`config.mk`:
```
export PLATFORM = sky130hd
export DESIGN_NAME = sfw_dev_end_flat
export DESIGN_NICKNAME = d
export VERILOG_FILES = /design/src/sfw_pkg.sv /design/src/sfw_link_if.sv /design/src/sfw_dev_end.sv /design/src/flat_wrapper.sv
export SDC_FILE = /design/constraint.sdc
export NUM_CORES = 1
export LEC_CHECK = 0
export BUFFER_PORTS_ARGS = -buffer_cell sky130_fd_sc_hd__buf_2
export CAP_MARGIN = 20
export CORE_MARGIN = 10
export CORE_UTILIZATION = 55
export CTS_BUF_LIST = sky130_fd_sc_hd__clkbuf_2 sky130_fd_sc_hd__clkbuf_4 sky130_fd_sc_hd__clkbuf_8
export CTS_CLUSTER_SIZE = 8
export DETAILED_ROUTE_END_ITERATION = 7
export GPL_ROUTABILITY_DRIVEN = 0
export GPL_TIMING_DRIVEN = 0
export PLACE_DENSITY_LB_ADDON = 0.05
export REMOVE_ABC_BUFFERS = 1
export SLEW_MARGIN = 20
export SYNTH_ARGS = -nofsm -noshare
export SYNTH_HDL_FRONTEND = slang
export SYNTH_SLANG_ARGS = --single-unit
```
`constraint.sdc`:
```
create_clock -name core_clk -period 4.3 [get_ports core_clk]
set_clock_uncertainty 0.2 [all_clocks]
set_input_delay 0.645 -clock core_clk [delete_from_list [all_inputs] [get_ports core_clk]]
set_output_delay 0.645 -clock core_clk [all_outputs]
set_load 0.01 [all_outputs]
```
`src/sfw_pkg.sv`:
```
// Shared constants for the slave FIFO write port, both ends
package sfw_pkg;

  // ----------------------------------------------------------------
  // Widths and depths
  // ----------------------------------------------------------------
  localparam int DATA_W = 16;
  localparam int SEL_W  = 2;
  localparam int NUM_EP = 4;
  localparam int DEPTH  = 16;
  localparam int IDX_W  = 4;
  localparam int CNT_W  = 5;
  localparam int TMR_W  = 8;

  // ----------------------------------------------------------------
  // Reset and limit values
  // ----------------------------------------------------------------
  localparam logic [CNT_W-1:0] CNT_RST        = 5'h00;
  localparam logic [CNT_W-1:0] CNT_ONE        = 5'h01;
  localparam logic [CNT_W-1:0] FULL_CNT       = 5'h10;
  // Order is {clock, chip select, write strobe, commit strobe}, strobes high
  localparam logic [3:0]       LINK_CTRL_IDLE = 4'h7;

  // ----------------------------------------------------------------
  // Timing
  // ----------------------------------------------------------------
  localparam int CLK_PERIOD_NS         = 100;
  localparam int LINK_PERIOD_NS        = 800;
  localparam int LINK_HALF_CYC         = LINK_PERIOD_NS / (2 * CLK_PERIOD_NS);
  localparam int SELECT_SETUP_NS       = 10;
  localparam int WRITE_ACTIVE_NS       = 50;
  localparam int WRITE_INACTIVE_NS     = 50;
  localparam int COMMIT_ACTIVE_NS      = 50;
  localparam int SELECT_SETUP_CYC      = (SELECT_SETUP_NS + CLK_PERIOD_NS - 1) / CLK_PERIOD_NS;
  localparam int WRITE_ACTIVE_CYC      = (WRITE_ACTIVE_NS + CLK_PERIOD_NS - 1) / CLK_PERIOD_NS;
  localparam int WRITE_INACTIVE_CYC    = (WRITE_INACTIVE_NS + CLK_PERIOD_NS - 1) / CLK_PERIOD_NS;
  localparam int COMMIT_ACTIVE_CYC     = (COMMIT_ACTIVE_NS + CLK_PERIOD_NS - 1) / CLK_PERIOD_NS;

endpackage

```
`src/sfw_link_if.sv`:
```
// Pins between the external master and the slave FIFO write port
`timescale 1ns/1ps
interface sfw_link_if;
  logic                       interface_clock;
  logic                       fifo_chip_select_n;
  logic                       fifo_write_strobe_n;
  logic                       packet_commit_strobe_n;
  logic [sfw_pkg::SEL_W-1:0]  fifo_select_lines;
  logic [sfw_pkg::DATA_W-1:0] fifo_data;
  logic                       fifo_full;
  logic                       fifo_empty;

  modport dev (
    input  interface_clock,
    input  fifo_chip_select_n,
    input  fifo_write_strobe_n,
    input  packet_commit_strobe_n,
    input  fifo_select_lines,
    input  fifo_data,
    output fifo_full,
    output fifo_empty
  );

  modport mst (
    output interface_clock,
    output fifo_chip_select_n,
    output fifo_write_strobe_n,
    output packet_commit_strobe_n,
    output fifo_select_lines,
    output fifo_data,
    input  fifo_full,
    input  fifo_empty
  );
endinterface

```
`src/sfw_dev_end.sv`:
```
// Device end: endpoint FIFOs, packet commit and drain to the host side
`timescale 1ns/1ps
// Contract
// (RULE1) Master holds select and strobe through bursts
// (RULE2) Sync mode captures data each clock edge
// (RULE3) Sync mode advances pointer per captured value
// (RULE4) Commit strobe sends held data as packet
// (RULE5) Master may commit with last value or later
// (RULE6) Same-edge value belongs to committed packet
// (RULE7) Master holds select lines during commit
// (RULE8) Auto mode commits when count hits length
// (RULE9) Master spaces short commit after auto packet
// (RULE10) Async master sets select before strobe
// (RULE11) Async chip select no later than strobe
// (RULE12) Async data valid before strobe release
// (RULE13) Async write on release, then pointer advance
// (RULE14) Async flags update after each release
// (RULE15) Async master never overlaps write and commit
// (RULE16) Async commit after strobe inactive width
// (RULE17) Sync write needs select and strobe both
// (RULE18) Deselected strobes are ignored entirely
// (RULE19) Writes into a full FIFO are dropped
module sfw_dev_end (
  input  wire logic                        core_clk,
  input  wire logic                        rst_n,
  sfw_link_if.dev                          link,
  input  wire logic                        async_mode,
  input  wire logic                        auto_mode,
  input  wire logic [sfw_pkg::CNT_W-1:0]   auto_commit_length,
  output logic      [sfw_pkg::DATA_W-1:0]  out_data,
  output logic      [sfw_pkg::SEL_W-1:0]   out_ep,
  output logic                             out_last,
  output logic                             out_valid,
  input  wire logic                        out_ready,
  output logic                             packet_committed,
  output logic                             write_dropped
);
  import sfw_pkg::*;

  localparam int PIN_W = 4 + SEL_W + DATA_W;
  localparam int ENT_W = SEL_W + 1 + DATA_W;

  typedef enum {DR_IDLE, DR_SEND} sfw_drain_t;

  logic [PIN_W-1:0]  pin_raw;
  logic [PIN_W-1:0]  s1_q;
  logic [PIN_W-1:0]  s2_q;
  logic              clk_s;
  logic              cs_n_s;
  logic              wr_n_s;
  logic              pe_n_s;
  logic [SEL_W-1:0]  sel_s;
  logic [DATA_W-1:0] dat_s;
  logic              clk_p_q;
  logic              wr_p_q;
  logic              pe_p_q;
  logic              clk_rise;
  logic              wr_rise;
  logic              pe_fall;
  logic              wr_ev;
  logic              pe_ev;
  logic [CNT_W-1:0]  cnt_q [NUM_EP];
  logic [NUM_EP-1:0] done_q;
  logic [DATA_W-1:0] mem_q [NUM_EP][DEPTH];
  logic [CNT_W-1:0]  cur_cnt;
  logic [CNT_W-1:0]  new_cnt;
  logic              full_sel;
  logic              do_wr;
  logic              commit_now;
  sfw_drain_t        state_q;
  logic [SEL_W-1:0]  drain_ep_q;
  logic [IDX_W-1:0]  rd_idx_q;
  logic [IDX_W-1:0]  last_idx_q;
  logic              pick_any;
  logic [SEL_W-1:0]  pick_ep;
  logic [CNT_W-1:0]  pick_m1;
  logic              push;
  logic              fin;
  logic [ENT_W-1:0]  push_ent;
  logic [ENT_W-1:0]  head_q;
  logic [ENT_W-1:0]  tail_q;
  logic              head_v_q;
  logic              tail_v_q;
  logic              buf_in_ready;
  logic              pop;
  logic              fifo_full_q;
  logic              fifo_empty_q;
  logic              commit_q;
  logic              drop_q;

  // ----------------------------------------------------------------
  // Pin synchroniser
  // ----------------------------------------------------------------
  // Data goes through the same two stages as the clock, so a sampled
  // edge always sees the value that stood around it.
  assign pin_raw = {link.interface_clock, link.fifo_chip_select_n, link.fifo_write_strobe_n,
                    link.packet_commit_strobe_n, link.fifo_select_lines, link.fifo_data};

  always_ff @(posedge core_clk) begin
    if (!rst_n) begin
      s1_q <= {LINK_CTRL_IDLE, {(SEL_W + DATA_W){1'b0}}};
      s2_q <= {LINK_CTRL_IDLE, {(SEL_W + DATA_W){1'b0}}};
    end else begin
      s1_q <= pin_raw;
      s2_q <= s1_q;
    end
  end

  assign clk_s  = s2_q[PIN_W-1];
  assign cs_n_s = s2_q[PIN_W-2];
  assign wr_n_s = s2_q[PIN_W-3];
  assign pe_n_s = s2_q[PIN_W-4];
  assign sel_s  = s2_q[DATA_W +: SEL_W];
  assign dat_s  = s2_q[DATA_W-1:0];

  always_ff @(posedge core_clk) begin
    if (!rst_n) begin
      clk_p_q <= LINK_CTRL_IDLE[3];
      wr_p_q  <= LINK_CTRL_IDLE[1];
      pe_p_q  <= LINK_CTRL_IDLE[0];
    end else begin
      clk_p_q <= clk_s;
      wr_p_q  <= wr_n_s;
      pe_p_q  <= pe_n_s;
    end
  end

  // ----------------------------------------------------------------
  // Strobe decode
  // ----------------------------------------------------------------
  assign clk_rise = clk_s & ~clk_p_q;
  assign wr_rise  = wr_n_s & ~wr_p_q;
  assign pe_fall  = ~pe_n_s & pe_p_q;

  // (RULE2) (RULE17) (RULE18) (RULE13) Write event per mode
  assign wr_ev = ~cs_n_s & (async_mode ? wr_rise : (clk_rise & ~wr_n_s));
  // (RULE4) (RULE18) Commit event per mode
  assign pe_ev = ~cs_n_s & (async_mode ? pe_fall : (clk_rise & ~pe_n_s));

  assign cur_cnt  = cnt_q[sel_s];
  // (RULE19) Full or awaiting drain
  assign full_sel = done_q[sel_s] | (cur_cnt == FULL_CNT);
  assign do_wr    = wr_ev & ~full_sel;
  assign new_cnt  = cur_cnt + {{(CNT_W-1){1'b0}}, do_wr};

  // (RULE6) (RULE8) Count includes a same-edge value
  assign commit_now = ~done_q[sel_s] & (new_cnt != CNT_RST) &
                      (pe_ev | (auto_mode & do_wr & (new_cnt == auto_commit_length)));

  // ----------------------------------------------------------------
  // Endpoint storage
  // ----------------------------------------------------------------
  // (RULE2) (RULE13) Store at the current pointer
  always_ff @(posedge core_clk) begin
    if (do_wr) begin
      mem_q[sel_s][cur_cnt[IDX_W-1:0]] <= dat_s;
    end
  end

  // (RULE3) (RULE13) (RULE19) Pointer advance after the store
  always_ff @(posedge core_clk) begin
    if (!rst_n) begin
      for (int i = 0; i < NUM_EP; i++) begin
        cnt_q[i] <= CNT_RST;
      end
    end else begin
      for (int i = 0; i < NUM_EP; i++) begin
        if (fin && drain_ep_q == SEL_W'(i)) begin
          cnt_q[i] <= CNT_RST;
        end else if (do_wr && sel_s == SEL_W'(i)) begin
          cnt_q[i] <= new_cnt;
        end
      end
    end
  end

  // (RULE4) (RULE8) Mark a packet ready for the host
  always_ff @(posedge core_clk) begin
    if (!rst_n) begin
      done_q <= '0;
    end else begin
      for (int i = 0; i < NUM_EP; i++) begin
        if (commit_now && sel_s == SEL_W'(i)) begin
          done_q[i] <= 1'b1;
        end else if (fin && drain_ep_q == SEL_W'(i)) begin
          done_q[i] <= 1'b0;
        end
      end
    end
  end

  // ----------------------------------------------------------------
  // Drain of committed packets
  // ----------------------------------------------------------------
  // Lowest endpoint first; a busy host can starve higher ones
  always_comb begin
    pick_any = 1'b0;
    pick_ep  = '0;
    for (int i = NUM_EP - 1; i >= 0; i--) begin
      if (done_q[i]) begin
        pick_any = 1'b1;
        pick_ep  = SEL_W'(i);
      end
    end
  end

  assign pick_m1  = cnt_q[pick_ep] - CNT_ONE;
  assign push     = (state_q == DR_SEND) & buf_in_ready;
  assign fin      = push & (rd_idx_q == last_idx_q);
  assign push_ent = {drain_ep_q, rd_idx_q == last_idx_q, mem_q[drain_ep_q][rd_idx_q]};

  always_ff @(posedge core_clk) begin
    if (!rst_n) begin
      state_q    <= DR_IDLE;
      drain_ep_q <= '0;
      rd_idx_q   <= '0;
      last_idx_q <= '0;
    end else begin
      case (state_q)
        DR_IDLE: begin
          if (pick_any) begin
            drain_ep_q <= pick_ep;
            rd_idx_q   <= '0;
            last_idx_q <= pick_m1[IDX_W-1:0];
            state_q    <= DR_SEND;
          end
        end
        DR_SEND: begin
          if (push) begin
            rd_idx_q <= rd_idx_q + 4'h1;
          end
          if (fin) begin
            state_q <= DR_IDLE;
          end
        end
        default: begin
          state_q <= DR_IDLE;
        end
      endcase
    end
  end

  // ----------------------------------------------------------------
  // Two-entry output buffer
  // ----------------------------------------------------------------
  assign buf_in_ready = ~tail_v_q;
  assign pop          = head_v_q & out_ready;

  always_ff @(posedge core_clk) begin
    if (!rst_n) begin
      head_q   <= '0;
      tail_q   <= '0;
      head_v_q <= 1'b0;
      tail_v_q <= 1'b0;
    end else begin
      if (pop) begin
        head_q   <= tail_q;
        head_v_q <= tail_v_q;
        tail_v_q <= 1'b0;
      end
      if (push) begin
        if (!head_v_q || (pop && !tail_v_q)) begin
          head_q   <= push_ent;
          head_v_q <= 1'b1;
        end else begin
          tail_q   <= push_ent;
          tail_v_q <= 1'b1;
        end
      end
    end
  end

  assign out_valid = head_v_q;
  assign out_data  = head_q[DATA_W-1:0];
  assign out_last  = head_q[DATA_W];
  assign out_ep    = head_q[ENT_W-1 -: SEL_W];

  // ----------------------------------------------------------------
  // Flags and event pulses
  // ----------------------------------------------------------------
  // (RULE14) Flags follow the store by one cycle
  always_ff @(posedge core_clk) begin
    if (!rst_n) begin
      fifo_full_q  <= 1'b0;
      fifo_empty_q <= 1'b1;
      commit_q     <= 1'b0;
      drop_q       <= 1'b0;
    end else begin
      fifo_full_q  <= full_sel;
      fifo_empty_q <= (cur_cnt == CNT_RST);
      commit_q     <= commit_now;
      drop_q       <= wr_ev & full_sel;
    end
  end

  assign link.fifo_full   = fifo_full_q;
  assign link.fifo_empty  = fifo_empty_q;
  assign packet_committed = commit_q;
  assign write_dropped    = drop_q;

endmodule

```
`src/flat_wrapper.sv`:
```
// flat-port wrapper written by rule: the top's interface ports become plain ports
module sfw_dev_end_flat import sfw_pkg::*;
  (core_clk, rst_n, async_mode, auto_mode, auto_commit_length, out_data, out_ep, out_last, out_valid, out_ready, packet_committed, write_dropped, link_interface_clock, link_fifo_chip_select_n, link_fifo_write_strobe_n, link_packet_commit_strobe_n, link_fifo_select_lines, link_fifo_data, link_fifo_full, link_fifo_empty);
  sfw_link_if link_i ();
  input  wire logic core_clk;
  input  wire logic rst_n;
  input  wire logic async_mode;
  input  wire logic auto_mode;
  input  wire logic [sfw_pkg::CNT_W-1:0] auto_commit_length;
  output logic      [sfw_pkg::DATA_W-1:0] out_data;
  output logic      [sfw_pkg::SEL_W-1:0] out_ep;
  output logic out_last;
  output logic out_valid;
  input  wire logic out_ready;
  output logic packet_committed;
  output logic write_dropped;
  input wire logic [$bits(link_i.interface_clock)-1:0] link_interface_clock;
  input wire logic [$bits(link_i.fifo_chip_select_n)-1:0] link_fifo_chip_select_n;
  input wire logic [$bits(link_i.fifo_write_strobe_n)-1:0] link_fifo_write_strobe_n;
  input wire logic [$bits(link_i.packet_commit_strobe_n)-1:0] link_packet_commit_strobe_n;
  input wire logic [$bits(link_i.fifo_select_lines)-1:0] link_fifo_select_lines;
  input wire logic [$bits(link_i.fifo_data)-1:0] link_fifo_data;
  output wire logic [$bits(link_i.fifo_full)-1:0] link_fifo_full;
  output wire logic [$bits(link_i.fifo_empty)-1:0] link_fifo_empty;
  assign link_i.interface_clock = link_interface_clock;
  assign link_i.fifo_chip_select_n = link_fifo_chip_select_n;
  assign link_i.fifo_write_strobe_n = link_fifo_write_strobe_n;
  assign link_i.packet_commit_strobe_n = link_packet_commit_strobe_n;
  assign link_i.fifo_select_lines = link_fifo_select_lines;
  assign link_i.fifo_data = link_fifo_data;
  assign link_fifo_full = link_i.fifo_full;
  assign link_fifo_empty = link_i.fifo_empty;
  sfw_dev_end u_core (.core_clk(core_clk), .rst_n(rst_n), .link(link_i), .async_mode(async_mode), .auto_mode(auto_mode), .auto_commit_length(auto_commit_length), .out_data(out_data), .out_ep(out_ep), .out_last(out_last), .out_valid(out_valid), .out_ready(out_ready), .packet_committed(packet_committed), .write_dropped(write_dropped));
endmodule
```
==> metrics <==
final max-slew violation count=0; crit path kind=register to register; Worst Tran Pin Value=968.1 ps; largest net degree at the start of global routing=86; Initial Utilization=0.5578; Async SR Flop Fraction=0; Reg clk slew, reported paths=60 ps; post-synthesis sequential area ratio=0.7567; top cells by area, synth=edfxtp_1, mux4_2, dfxtp_1, mux2i_1, a221oi_1; initial antenna violation count=3; Mean Syn Cell Area=roughly 19 µm²; post-route ant nets=0; #FFs+latches synth=roughly 1200; routed vias/inst=a little over 6; Worst Hold Class=input port to register; worst hold start=out_ready; top-area cell type share of the netlist area=0.7079; Worst Path Arrival=4560 ps; worst vdd ir=0.3160 mV; Filler Cell Count=5602; Post-synth EDFFs=1044; slowest CP cell=dfxtp_1; crit-path most repeated cell=ha_1; dpl cells=3438; DR iter-0 viols=roughly 2500; Setup Fix Bufs, Post-CTS=0; top_reg_cell synth=edfxtp_1; Synth area leader=edfxtp_1; Remaining DRCs=0; placed cell areas=between 40000 and 50000 µm²; Layout Cells excl Fill=between 3000 and 4000; leading cell types by count after synthesis=edfxtp_1, mux2i_1, mux4_2; Worst Setup End Kind=register; vias post-DR=~24000; Boundary Pins=between 50 and 60; vias in the first global route=between 20000 and 25000; FMAX=245.9 MHz; root buffer cell=clkbuf_8; Die Y=about 300 µm; Worst Path Required=between 4000 and 5000 ps; cell area after synthesis=~44000 µm²; H-tree Lvls=4; Final Hold Fails=0; GRT overflow=0; setup TNS=0 ps; area delta synth->final=14.84%; RR Startpoint=u_core.s2_q[17]; dpl hpwl=slightly below 70000 µm; die area=around 92000 µm²; most common cell in the netlist=edfxtp_1; Syn. warnings=0; CTS max path bufs=3; row cnt=approximately 100; CTS sink count=~1200; CP startpoint kind=register; core area=79390 µm²; CP Max Fanout=10; CTS tree=done; Skew-Pair Late Insertion Delay=~810 ps; share of cells above drive strength 1=0.2595; IO Port Bufs=55; Layout Nets=roughly 2600; Max Cap Viol=0; Overall Power=approximately 22 mW; first-pass GRT wire length=~160000 µm; Final Setup Violations=0; DR pass1 iterations=6; post-layout instance area=a little over 50000 µm²; total CTS buffers=~180; fin crit share=0.9459; Syn Inst Count=2390; biggest cell delay along the critical path=around 630 ps; gr usage total=0.2358; min cycle time layout=4068 ps; RSZ-0062 raised after global routing=no; Static Leak=between 15 and 20 nW; Pwr per Cell Area=roughly 420 nW/µm²; CP Launch Point=u_core.s2_q[17]; worst-path cell chain=mux4_2 > a211o_1 > a21oi_1 > ha_1 > ha_1 > xnor2_1 > nand3_1 > a211oi_1 > a41oi_2 > o41ai_1; Total Wirelength=110400 µm; Unique masters post-synth=54; wire length per cell=around 29 µm; Die Width=approximately 300 µm; status=finished clean; Slew HR=0.3539
critical path: cells and delay by family, from the launching register on:
kind / cells / cell delay, ps
AND/OR/NAND/NOR: 1 / 100
adder cells (fa/ha/maj): 2 / 580
flip-flops: 1 / 630
multiplexers: 1 / 630
AO/OA/AOI/OAI: 5 / 1650
XOR/XNOR: 1 / 170
cell families (layout without fill, tap and decap cells):
group                      count (synthesis)  after routing  synth area share
DFF                                     1152           1152            0.7567
muxes                                    381            381            0.1341
and+or+nand+nor                          362            362           0.03896
AOI/OAI and AO/OA                        317            317           0.05026
buffers and inverters                    158            504           0.01543
xor gates and xnor gates                  16             16          0.003334
adders and majority gates                  4              4          0.001130
other                                      0              3                 0
metal layers:
metal	wire length [µm]	vias up	global-route usage
met2	55540	962	0.3889
met4	2690	0	0.07305
met5	0	-	0
met1	44220	12280	0.3133
li1	-	10160	-
met3	7953	174	0.04845
per-stage QoR:
stage                       util  setup slack (ps)  hold WS (ps)
after floorplan                -            -10730         186.3
after global placement    0.5700            -29110         199.5
after detailed placement  0.5928            -64.21         195.6
after CTS                 0.6405             186.7         20.32
after global routing      0.6406             6.510         75.01
final                     0.6406             232.5         103.6
state kept, by name, indices dropped and copies added (netlist names), named ones only:
| signal | flops |
|---|---|
| u_core.tail_q | 19 |
| u_core.s2_q | 22 |
| u_core.packet_committed | 1 |
| u_core.link.fifo_empty | 1 |
| u_core.out_valid | 1 |
| u_core.head_q | 19 |
| u_core.link.fifo_full | 1 |
| u_core.drain_ep_q | 2 |
| u_core.wr_p_q | 1 |
| u_core.last_idx_q | 4 |
| u_core.cnt_q | 20 |
| u_core.clk_p_q | 1 |
| u_core.tail_v_q | 1 |
| u_core.pe_p_q | 1 |
| u_core.write_dropped | 1 |
| u_core.rd_idx_q | 4 |
| u_core.mem_q | 1024 |
| u_core.done_q | 4 |
| u_core.state_q | 1 |
| u_core.s1_q | 22 |
final cells by class:
| type | count | area [µm²] | share of cell area |
|---|---|---|---|
| Inverter | 16 | 60.06 | 0.001181 |
| Antenna cell | 3 | 7.507 | 0.0001476 |
| Sequential cell | 1152 | 33590 | 0.6604 |
| Tap cell | 1050 | 1314 | 0.02583 |
| Multi-Input combinational cell | 1080 | 10380 | 0.2042 |
| Timing Repair Buffer | 163 | 1952 | 0.03838 |
| Clock inverter | 44 | 250.2 | 0.004921 |
| Clock buffer | 281 | 3304 | 0.06498 |
final timing paths:
path	end	slack, ps	cells after the start
worst max-delay path	u_core.done_q[2]	230	10
worst min-delay path	u_core.out_valid	100	4
worst max register to register	u_core.done_q[2]	230	10
worst min register to register	u_core.s2_q[19]	200	1
placed cells by master (no fill, tap or decap), types with 7 or more instances in the layout:
master	synthesis	final
dfxtp_1	108	85
nand4_1	9	9
o22ai_1	24	24
nand2_1	103	103
a21oi_1	33	32
buf_6	1	28
o21ai_0	71	71
a221oi_1	48	48
nor2_1	107	42
nand3_1	35	34
inv_1	16	16
clkbuf_4	0	90
a22oi_1	8	8
nor2_2	0	50
clkinv_1	0	31
a31oi_1	38	38
xor2_1	7	7
a221o_1	23	23
and2_1	43	42
buf_8	0	27
nor2b_1	10	8
buf_16	0	18
clkbuf_8	0	191
buf_12	0	11
dlygate4sd3_1	0	23
mux2i_1	211	211
xnor2_1	8	8
a211oi_1	26	26
nand2b_1	26	24
dfxtp_4	0	18
buf_2	45	54
edfxtp_1	1044	1044
mux4_2	170	170
o221ai_1	24	24
nor2_4	0	15
power by group:
part           switching, mW  internal, mW  leakage, nW
sequential             0.108          12.2         10.5
clock                   4.13          4.88         1.90
combinational          0.156        0.0836         3.46
total                   4.39          17.1         15.8
repair_timing:
item	in CTS	in global routing
endpoints found under the setup margin	4	4
pin swaps	0	0
hold buffers	23	0
resized for setup	1	1
endpoints found under the hold margin	23	0
No activity file was read; power rests on OpenSTA's default activity.
